## src/logic/ias_pkg.sv

```systemverilog
package ias_pkg;
	localparam logic [6:0] SLAVE_ADDR = 7'h36;
	localparam logic [4:0] HS_CODE_TOP = 5'h01;
	localparam logic [3:0] BYTE_BITS = 4'h8;
	localparam logic [3:0] BIT_LAST = 4'h7;
	localparam logic [3:0] HOLD_PULSE = 4'h1;
	localparam logic [3:0] SAR_TOP = 4'hb;
	localparam logic [11:0] SAR_FIRST = 12'h800;
	localparam logic [3:0] RD_PAD = 4'hf;
	localparam int REG_FLAG_POS = 7;
	localparam int CLK_POS = 3;
	localparam int POL_POS = 2;
	localparam int RST_POS = 1;
	localparam int CS_POS = 1;
	localparam int SGL_POS = 0;
	localparam logic EXT_RST = 1'h0;
	localparam logic POL_RST = 1'h0;
	localparam logic SGL_RST = 1'h1;
	localparam logic CS_RST = 1'h0;
	localparam int PIN_SCL = 0;
	localparam int PIN_SDA = 1;
	localparam logic PIN_IDLE = 1'h1;
	localparam int CLK_PERIOD_NS = 20;
	localparam int OSC_PERIOD_NS = 80;
	localparam logic [3:0] OSC_DIV = 4'(OSC_PERIOD_NS / CLK_PERIOD_NS);

	typedef enum logic [8:0] {
		ST_IDLE = 9'h001,
		ST_ADDR = 9'h002,
		ST_ACK = 9'h004,
		ST_WDATA = 9'h008,
		ST_WACK = 9'h010,
		ST_RDATA = 9'h020,
		ST_RACK = 9'h040,
		ST_HSNACK = 9'h080,
		ST_SKIP = 9'h100
	} ias_state_t;
endpackage

```

## src/logic/ias_conv_if.sv

```systemverilog
`timescale 1ns/1ps
interface ias_conv_if;
	logic start;
	logic step;
	logic cmp_hi;
	logic bipolar;
	logic busy;
	logic done;
	logic [11:0] trial;
	logic [11:0] result;

	modport seq (output start, step, cmp_hi, bipolar, input busy, done, trial, result);
	modport sar (input start, step, cmp_hi, bipolar, output busy, done, trial, result);
endinterface

```

## src/logic/ias_adc_slave.sv

```systemverilog
`timescale 1ns/1ps
module ias_adc_slave
	import ias_pkg::*;
(
	input wire logic clk,
	input wire logic reset,
	input wire logic scl_i,
	input wire logic sda_i,
	input wire logic cmp_hi,
	output logic scl_o,
	output logic scl_oe,
	output logic sda_o,
	output logic sda_oe,
	output logic track,
	output logic mux_pos,
	output logic mux_neg,
	output logic mux_neg_gnd,
	output logic [11:0] dac_code,
	output logic [11:0] result,
	output logic result_valid,
	output logic hs_mode,
	output logic ext_clock,
	output logic polarity_select,
	output logic input_mode_select,
	output logic channel_pick
);
	localparam int STRETCH_MAX = 100;

	ias_state_t state_q;
	ias_state_t state_d;
	logic [1:0] pin_lvl;
	logic [1:0] pin_rise;
	logic [1:0] pin_fall;
	logic [3:0] bit_q;
	logic [7:0] sr_q;
	logic [7:0] tx_q;
	logic rw_q;
	logic lo_next_q;
	logic first_byte_q;
	logic master_ack_q;
	logic sda_oe_q;
	logic scl_oe_q;
	logic track_q;
	logic hs_q;
	logic ext_q;
	logic pol_q;
	logic sgl_q;
	logic cs_q;
	logic mux_pos_q;
	logic mux_neg_q;
	logic mux_gnd_q;
	logic valid_q;
	logic conv_ext_q;
	logic [3:0] osc_q;

	ias_conv_if conv ();

	ias_pin_sync u_sync (
		.clk(clk),
		.reset(reset),
		.pin_in({sda_i, scl_i}),
		.level(pin_lvl),
		.rise(pin_rise),
		.fall(pin_fall)
	);

	ias_sar u_sar (
		.clk(clk),
		.reset(reset),
		.conv(conv.sar)
	);

	////////////////////////////////////////////////////////////////
	wire scl_lvl = pin_lvl[PIN_SCL];
	wire sda_lvl = pin_lvl[PIN_SDA];
	wire scl_rise = pin_rise[PIN_SCL];
	wire scl_fall = pin_fall[PIN_SCL];
	// Any SDA edge with SCL high is a condition, never data
	wire bus_start = pin_fall[PIN_SDA] & scl_lvl;
	wire bus_stop = pin_rise[PIN_SDA] & scl_lvl;
	wire bus_evt = bus_start | bus_stop;
	wire in_addr = state_q == ST_ADDR;
	wire eighth_rise = in_addr & scl_rise & (bit_q == BIT_LAST);
	wire addr_hit_now = sr_q[6:0] == SLAVE_ADDR;
	wire byte_done = scl_fall & (bit_q == BYTE_BITS);
	wire addr_hit = sr_q[7:1] == SLAVE_ADDR;
	wire hs_code = sr_q[7:3] == HS_CODE_TOP;
	wire shift_in = scl_rise & (in_addr | (state_q == ST_WDATA));
	wire track_int = eighth_rise & addr_hit_now & sda_lvl & ~ext_q;
	wire track_ext = eighth_rise & addr_hit_now & sda_lvl & ext_q;
	wire ack_fall = (state_q == ST_ACK) & scl_fall & ~bus_evt;
	wire hold_int = ack_fall & rw_q & ~ext_q;
	wire hold_ext = (state_q == ST_RDATA) & scl_rise & first_byte_q
		& (bit_q == HOLD_PULSE) & ext_q;
	wire wack_fall = (state_q == ST_WACK) & scl_fall & ~bus_evt;
	wire rack_fall = (state_q == ST_RACK) & scl_fall & ~bus_evt;
	wire stretch_done = scl_oe_q & valid_q;
	wire rd_shift = (state_q == ST_RDATA) & scl_fall & ~bus_evt;
	wire load_tx = (ack_fall & rw_q & ~hold_int) | (rack_fall & master_ack_q)
		| stretch_done;
	wire [7:0] tx_next = lo_next_q ? conv.result[7:0] : {RD_PAD, conv.result[11:8]};
	wire osc_tick = osc_q == OSC_DIV - 4'h1;
	wire cfg_sgl_bit = sr_q[SGL_POS];
	wire [3:0] bit_inc = bit_q + 4'h1;

	assign conv.start = hold_int | hold_ext;
	// Internal conversions run off the divided oscillator, external ones off SCL
	assign conv.step = conv_ext_q ? scl_rise : osc_tick;
	assign conv.cmp_hi = cmp_hi;
	assign conv.bipolar = pol_q & ~sgl_q;

	////////////////////////////////////////////////////////////////
	always_comb
	begin
		state_d = state_q;
		if (bus_stop)
		begin
			state_d = ST_IDLE;
		end
		else if (bus_start)
		begin
			state_d = ST_ADDR;
		end
		else if (scl_fall)
		begin
			unique case (state_q)
				ST_IDLE: state_d = ST_IDLE;
				ST_ADDR:
				begin
					if (bit_q == BYTE_BITS)
					begin
						state_d = addr_hit ? ST_ACK : (hs_code ? ST_HSNACK : ST_SKIP);
					end
				end
				ST_ACK: state_d = rw_q ? ST_RDATA : ST_WDATA;
				ST_WDATA: state_d = (bit_q == BYTE_BITS) ? ST_WACK : ST_WDATA;
				ST_WACK: state_d = ST_WDATA;
				ST_RDATA: state_d = (bit_q == BIT_LAST) ? ST_RACK : ST_RDATA;
				ST_RACK: state_d = master_ack_q ? ST_RDATA : ST_SKIP;
				ST_HSNACK: state_d = ST_SKIP;
				ST_SKIP: state_d = ST_SKIP;
			endcase
		end
	end

	always_ff @(posedge clk)
	begin
		if (reset)
		begin
			state_q <= ST_IDLE;
			bit_q <= 4'h0;
		end
		else
		begin
			state_q <= state_d;
			if ((state_d != state_q) | bus_start)
			begin
				bit_q <= 4'h0;
			end
			else if (shift_in | rd_shift)
			begin
				bit_q <= bit_inc;
			end
		end
	end

	always_ff @(posedge clk)
	begin
		if (reset)
		begin
			sr_q <= 8'h00;
			rw_q <= 1'h0;
			master_ack_q <= 1'h0;
		end
		else
		begin
			if (shift_in)
			begin
				sr_q <= {sr_q[6:0], sda_lvl};
			end
			if (eighth_rise)
			begin
				rw_q <= sda_lvl;
			end
			if ((state_q == ST_RACK) & scl_rise)
			begin
				master_ack_q <= ~sda_lvl;
			end
		end
	end

	////////////////////////////////////////////////////////////////
	// SDA only moves while SCL is low, or on a condition
	always_ff @(posedge clk)
	begin
		if (reset | bus_evt)
		begin
			sda_oe_q <= 1'h0;
		end
		else if (load_tx)
		begin
			sda_oe_q <= ~tx_next[7];
		end
		else if (scl_fall)
		begin
			unique case (state_q)
				ST_ADDR: sda_oe_q <= (bit_q == BYTE_BITS) & addr_hit;
				ST_WDATA: sda_oe_q <= bit_q == BYTE_BITS;
				ST_RDATA: sda_oe_q <= (bit_q != BIT_LAST) & ~tx_q[6];
				default: sda_oe_q <= 1'h0;
			endcase
		end
	end

	always_ff @(posedge clk)
	begin
		if (reset)
		begin
			tx_q <= 8'h00;
			lo_next_q <= 1'h0;
			first_byte_q <= 1'h0;
		end
		else
		begin
			if (bus_start)
			begin
				lo_next_q <= 1'h0;
			end
			else if (load_tx)
			begin
				tx_q <= tx_next;
				lo_next_q <= ~lo_next_q;
			end
			else if (rd_shift)
			begin
				tx_q <= {tx_q[6:0], 1'h0};
			end
			first_byte_q <= ack_fall ? rw_q : (first_byte_q & ~rack_fall);
		end
	end

	////////////////////////////////////////////////////////////////
	// Stretch ends two cycles after done so the new result is loaded first
	always_ff @(posedge clk)
	begin
		if (reset)
		begin
			scl_oe_q <= 1'h0;
			track_q <= 1'h0;
			conv_ext_q <= 1'h0;
			osc_q <= 4'h0;
			valid_q <= 1'h0;
		end
		else
		begin
			scl_oe_q <= hold_int | (scl_oe_q & ~valid_q);
			track_q <= (track_q | track_int | track_ext) & ~conv.start;
			if (conv.start)
			begin
				conv_ext_q <= ext_q;
			end
			osc_q <= (conv.busy & ~osc_tick) ? osc_q + 4'h1 : 4'h0;
			valid_q <= conv.done;
		end
	end

	////////////////////////////////////////////////////////////////
	// Settings only land once the byte's ack pulse has passed
	always_ff @(posedge clk)
	begin
		if (reset)
		begin
			ext_q <= EXT_RST;
			pol_q <= POL_RST;
			sgl_q <= SGL_RST;
			cs_q <= CS_RST;
			hs_q <= 1'h0;
		end
		else
		begin
			if (wack_fall & sr_q[REG_FLAG_POS])
			begin
				ext_q <= sr_q[CLK_POS];
				pol_q <= sr_q[POL_POS];
				if (!sr_q[RST_POS])
				begin
					sgl_q <= SGL_RST;
					cs_q <= CS_RST;
				end
			end
			else if (wack_fall)
			begin
				cs_q <= sr_q[CS_POS];
				sgl_q <= cfg_sgl_bit;
			end
			if (bus_stop)
			begin
				hs_q <= 1'h0;
			end
			else if ((state_q == ST_HSNACK) & scl_fall & ~bus_start)
			begin
				hs_q <= 1'h1;
			end
		end
	end

	always_ff @(posedge clk)
	begin
		if (reset)
		begin
			mux_pos_q <= CS_RST;
			mux_neg_q <= ~CS_RST;
			mux_gnd_q <= SGL_RST;
		end
		else
		begin
			mux_pos_q <= cs_q;
			mux_neg_q <= ~cs_q;
			mux_gnd_q <= sgl_q;
		end
	end

	assign scl_o = 1'h0;
	assign sda_o = 1'h0;
	assign scl_oe = scl_oe_q;
	assign sda_oe = sda_oe_q;
	assign track = track_q;
	assign mux_pos = mux_pos_q;
	assign mux_neg = mux_neg_q;
	assign mux_neg_gnd = mux_gnd_q;
	assign dac_code = conv.trial;
	assign result = conv.result;
	assign result_valid = valid_q;
	assign hs_mode = hs_q;
	assign ext_clock = ext_q;
	assign polarity_select = pol_q;
	assign input_mode_select = sgl_q;
	assign channel_pick = cs_q;
endmodule

```

## src/logic/ias_pin_sync.sv

```systemverilog
`timescale 1ns/1ps
module ias_pin_sync
	import ias_pkg::*;
(
	input wire logic clk,
	input wire logic reset,
	input wire logic [1:0] pin_in,
	output logic [1:0] level,
	output logic [1:0] rise,
	output logic [1:0] fall
);
	////////////////////////////////////////////////////////////////
	genvar gi;
	generate
		for (gi = 0; gi < 2; gi++)
		begin : g_pin
			logic meta_q;
			logic lvl_q;
			logic prev_q;
			// Idle-high reset keeps a false stop from firing at release
			always_ff @(posedge clk)
			begin
				if (reset)
				begin
					meta_q <= PIN_IDLE;
					lvl_q <= PIN_IDLE;
					prev_q <= PIN_IDLE;
				end
				else
				begin
					meta_q <= pin_in[gi];
					lvl_q <= meta_q;
					prev_q <= lvl_q;
				end
			end
			assign level[gi] = lvl_q;
			assign rise[gi] = lvl_q & ~prev_q;
			assign fall[gi] = ~lvl_q & prev_q;
		end
	endgenerate
endmodule

```

## src/logic/ias_sar.sv

```systemverilog
`timescale 1ns/1ps
module ias_sar
	import ias_pkg::*;
(
	input wire logic clk,
	input wire logic reset,
	ias_conv_if.sar conv
);
	logic [11:0] trial_q;
	logic [11:0] trial_d;
	logic [11:0] result_q;
	logic [3:0] idx_q;
	logic [3:0] steps_q;
	logic busy_q;
	logic done_q;
	logic bip_q;

	////////////////////////////////////////////////////////////////
	wire step_ok = conv.step & busy_q & ~conv.start;
	wire last_step = step_ok & (idx_q == 4'h0);
	// Offset binary flips its top bit into two's complement
	wire [11:0] formatted = bip_q ? {~trial_d[11], trial_d[10:0]} : trial_d;

	genvar gi;
	generate
		for (gi = 0; gi < 12; gi++)
		begin : g_bit
			assign trial_d[gi] = conv.start ? SAR_FIRST[gi] :
				(step_ok & (idx_q == 4'(gi))) ? conv.cmp_hi :
				(step_ok & (idx_q == 4'(gi + 1))) ? 1'h1 : trial_q[gi];
		end
	endgenerate

	////////////////////////////////////////////////////////////////
	always_ff @(posedge clk)
	begin
		if (reset)
		begin
			trial_q <= 12'h000;
			idx_q <= 4'h0;
			busy_q <= 1'h0;
			bip_q <= 1'h0;
		end
		else
		begin
			trial_q <= trial_d;
			busy_q <= conv.start | (busy_q & ~last_step);
			if (conv.start)
			begin
				idx_q <= SAR_TOP;
				bip_q <= conv.bipolar;
			end
			else if (step_ok & ~last_step)
			begin
				idx_q <= idx_q - 4'h1;
			end
		end
	end

	// In unipolar mode a negative differential input fails every trial and reads zero
	always_ff @(posedge clk)
	begin
		if (reset)
		begin
			result_q <= 12'h000;
			done_q <= 1'h0;
		end
		else
		begin
			done_q <= last_step;
			if (last_step)
			begin
				result_q <= formatted;
			end
		end
	end

	always_ff @(posedge clk)
	begin
		if (reset | conv.start)
		begin
			steps_q <= 4'h0;
		end
		else if (step_ok)
		begin
			steps_q <= steps_q + 4'h1;
		end
	end

	assign conv.busy = busy_q;
	assign conv.done = done_q;
	assign conv.trial = trial_q;
	assign conv.result = result_q;
endmodule

```

## config.mk

```make
export PLATFORM = sky130hd
export DESIGN_NAME = ias_adc_slave
export DESIGN_NICKNAME = d
export VERILOG_FILES = /design/src/logic/ias_pkg.sv /design/src/logic/ias_conv_if.sv /design/src/logic/ias_adc_slave.sv /design/src/logic/ias_pin_sync.sv /design/src/logic/ias_sar.sv
export SDC_FILE = /design/constraint.sdc
export NUM_CORES = 1
export LEC_CHECK = 0
export BUFFER_PORTS_ARGS = -buffer_cell sky130_fd_sc_hd__buf_2
export CAP_MARGIN = 25
export CORE_ASPECT_RATIO = 0.75
export CORE_UTILIZATION = 40
export DETAILED_ROUTE_END_ITERATION = 12
export SLEW_MARGIN = 20
export SYNTH_ARGS = -nofsm -noshare
export SYNTH_HDL_FRONTEND = slang
export SYNTH_SLANG_ARGS = --single-unit
export TNS_END_PERCENT = 5
```

## constraint.sdc

```tcl
create_clock -name clk -period 2 [get_ports clk]
set_input_delay 0.4 -clock clk [delete_from_list [all_inputs] [get_ports clk]]
set_output_delay 0.4 -clock clk [all_outputs]
set_load 0.005 [all_outputs]
```

==> impl_metrics.csv <==
group,metric,value,unit
cells_and_area,final_common_cell,"buf_4",
logic_synthesis,postSynthCellCount,481,
logic_synthesis,ys_seq_elements,86,
detailed_routing,wl_met2,5.191,mm
critical_path,reg2reg_slack,-0.21,ns
detailed_routing,viasPerCell,5.411,
placement,portBuffers,40,
critical_path,crit_required,2.22,ns
critical_path,path_max_fanout,7,
placement,hpwl,9.128,mm
floorplan,num_rows,32,
critical_path,ff2ff_path_depth,5,
critical_path,cp-start-kind,"register",
cells_and_area,antennaDiodeCount,0,
cells_and_area,final_cell_mix,"buf_4 (85), dfxtp_1 (75), nor2_1 (40), buf_2 (40), a21oi_1 (35)",
floorplan,dieHeight,91.55,um
cells_and_area,final-seq-area,1740,um^2
sta,finalSetupViolCount,43,
logic_synthesis,ys_seq_area_frac,0.4026,
clocking,cts_tree,"done",
critical_path,slowest_delay,0.56,ns
global_routing,antenna_found_initial,0,
sta,setup_tns,-6.207,ns
logic_synthesis,ys.flop_type,"dfxtp_1",
logic_synthesis,netlist_area,4277,um^2
floorplan,die_x,121.4,um
detailed_routing,antenna_left,0,
cells_and_area,fin_nets,608,
floorplan,ioPinCount,43,
sta,clock_skew,0.005686,ns
cells_and_area,multi_input_comb_area,2510,um^2
critical_path,crit_family,"simple AND/OR/NAND/NOR gates",
critical_path,crit_path_end_kind,"register",
min_path,whs_path_depth,2,
clocking,cts_root_buffer,"clkbuf_16",
global_routing,grt-ovfl-total,0,
critical_path,worst_r2r_endpoint,"tx_q[6]",
placement,pre_cts_slack,-0.3052,ns
min_path,min_to,"u_sync.g_pin[1].meta_q",
clocking,cts_sinks,86,
clocking,cts_made_buffers,9,
sta,worst_pin_slew,0.5338,ns
power,peakVddDrop,508.9,uV
clocking,clk_path_buf_depth,2,
clocking,cts.htree.levels,3,
power,leakage,0.002298,uW
detailed_routing,wl_per_cell,16.93,um
detailed_routing,drc,0,
sta,hold_ws,0.2434,ns
floorplan,die_area,11110,um^2
run_status,violations,"setup timing",
critical_path,cpMostUsedCell,"or4_4",
sta,relSlewSlack,0.6409,
logic_synthesis,synth_edf_count,0,
flow_run,cap_violations,0,
detailed_routing,drt_first_pass_iters,5,
global_routing,grt_pass1_vias,3732,
detailed_routing,totalWireLength,12.45,mm
detailed_routing,topRoutingLayerUsed,"met4",
sta,rsz0062_at_grt,"true",
power,powerDensity,629.2,nW/um^2
clocking,clk_pin_slew_worst_paths,0.06,ns
critical_path,cp_slowest_cell,"or4_4",
detailed_routing,vias,3977,
critical_path,path_class,"register to register",
power,power,3563,uW
global_routing,track_usage,0.2329,
cells_and_area,drive_gt1_frac,0.3623,
logic_synthesis,ys_warn_count,0,
critical_path,path_cells,"or4_4 -> or4_4 -> a21oi_4 -> mux2i_1 -> nor2_1",
cells_and_area,syn2layout_area_growth,32.42,%
logic_synthesis,avgSynthCellArea,8.891,um^2
cells_and_area,fill_cells,958,
global_routing,grt_max_degree,38,
logic_synthesis,synth_cell_type_count,76,
sta,slew_viol_final,0,
cells_and_area,final_util,0.5482,
logic_synthesis,synthArstFlopShare,0,
detailed_routing,dr.first_iter.drc_count,258,
detailed_routing,met3RoutedLength,824,um
placement,place_congestion,0.9575,
critical_path,critPathBufInv,0,
floorplan,start_util,0.4140,
floorplan,core_area,10330,um^2
run_status,status,"complete, but fails checks",
min_path,min_from,"sda_i",
min_path,hold_path.class,"input port to register",
critical_path,rr_startpoint,"state_q[0]",
sta,period_needed,2.207,ns
global_routing,grt_first_pass_wirelength,19.90,mm
clocking,insertion_delay,0.34,ns
sta,hold_viol,0,
critical_path,arrival,2.43,ns
sta,fmax,0.4532,GHz
sta,worst_slack,-0.2067,ns
sta,fin_crit_sh,1.103,
detailed_routing,drt-met1-wl,6.265,mm
## metal layers
layer	vias up	GRT usage
li1	1958	-
met3	14	0.05905
met2	124	0.3220
met1	1881	0.3481
met5	-	0
met4	0	0.06687
## registers in the layout, indices dropped and copies added (netlist names), 4 cells and up
name	flops
bit_q	4
u_sar.idx_q	4
u_sar.conv.trial	12
state_q	9
tx_q	7
u_sar.conv.result	12
osc_q	4
sr_q	8
## per-stage QoR
step | std cells | cell area [um^2]
floorplan | 482 | 4332
global placement | 713 | 5171
detailed placement | 713 | 5171
CTS | 731 | 5569
global route | 735 | 5663
finish | 735 | 5663
## worst max path at each step
| stage | slack [ns] | depth (start not counted) | startpoint | end |
|---|---|---|---|---|
| after floorplan | -0.16 | 8 | state_q[1] | u_sar.conv.trial[10] |
| after global placement | -0.25 | 7 | state_q[7] | tx_q[3] |
| after detailed placement | -0.31 | 7 | state_q[2] | bit_q[0] |
| after CTS | -0.21 | 8 | state_q[1] | tx_q[5] |
| after global routing | -0.28 | 7 | state_q[2] | sda_oe |
| final | -0.21 | 5 | state_q[0] | tx_q[6] |
## synth_stat cells, drive strengths merged, types with 5 or more instances
| cell | number | area share |
|---|---|---|
| nor2 | 43 | 0.040 |
| a211oi | 12 | 0.021 |
| or4 | 8 | 0.016 |
| mux2i | 14 | 0.033 |
| xor2 | 7 | 0.014 |
| nor4 | 6 | 0.010 |
| nand3 | 15 | 0.018 |
| inv | 17 | 0.015 |
| or2 | 14 | 0.020 |
| clkbuf | 13 | 0.011 |
| nand2b | 11 | 0.016 |
| nor2b | 13 | 0.019 |
| nor3 | 16 | 0.022 |
| a22o | 8 | 0.016 |
| buf | 16 | 0.026 |
| ha | 9 | 0.026 |
| nand3b | 7 | 0.012 |
| nand2 | 32 | 0.032 |
| xnor2 | 5 | 0.010 |
| dfxtp | 86 | 0.40 |
| o21ai | 13 | 0.015 |
| a21oi | 38 | 0.047 |
| a31oi | 7 | 0.010 |
| mux2 | 8 | 0.021 |
## where the power goes
part / switching (uW) / internal [uW] / leakage, uW
Clock: 694 / 946 / 0.000141
Sequential: 10.7 / 1720 / 0.000699
Combinational: 110 / 82.8 / 0.00146
## layout make-up
| cell class | instances | share of cell area |
|---|---|---|
| repair buffers | 129 | 0.1560 |
| flip-flops and latches | 86 | 0.3073 |
| well taps | 136 | 0.03005 |
| inverters | 17 | 0.01127 |
| clock inverters | 4 | 0.005082 |
| clock buffers | 12 | 0.04706 |
| multi-input cells | 351 | 0.4432 |
## logic make-up (layout without fill, tap and decap cells)
logic type               Yosys count  count (layout)  synth area share
other                              1               2         0.0008769
buffers and inverters             46             162           0.05266
multiplexers                      22              22           0.05383
AND/OR/NAND/NOR                  196             197            0.2671
AO/OA/AOI/OAI                    108             108            0.1697
XOR/XNOR                          12              12           0.02458
adder cells (fa/ha/maj)           10              10           0.02867
flip-flops                        86              86            0.4026
## repair_timing
item / 4_1_cts / 5_1_grt
setup buffers: 2 / 3
cloned: 0 / 1
hold buffers: 0 / 0
gates resized for setup: 24 / 18
endpoints found under the setup margin: 56 / 61
pin swaps: 4 / 14
Power figures use the tool's default switching activity.
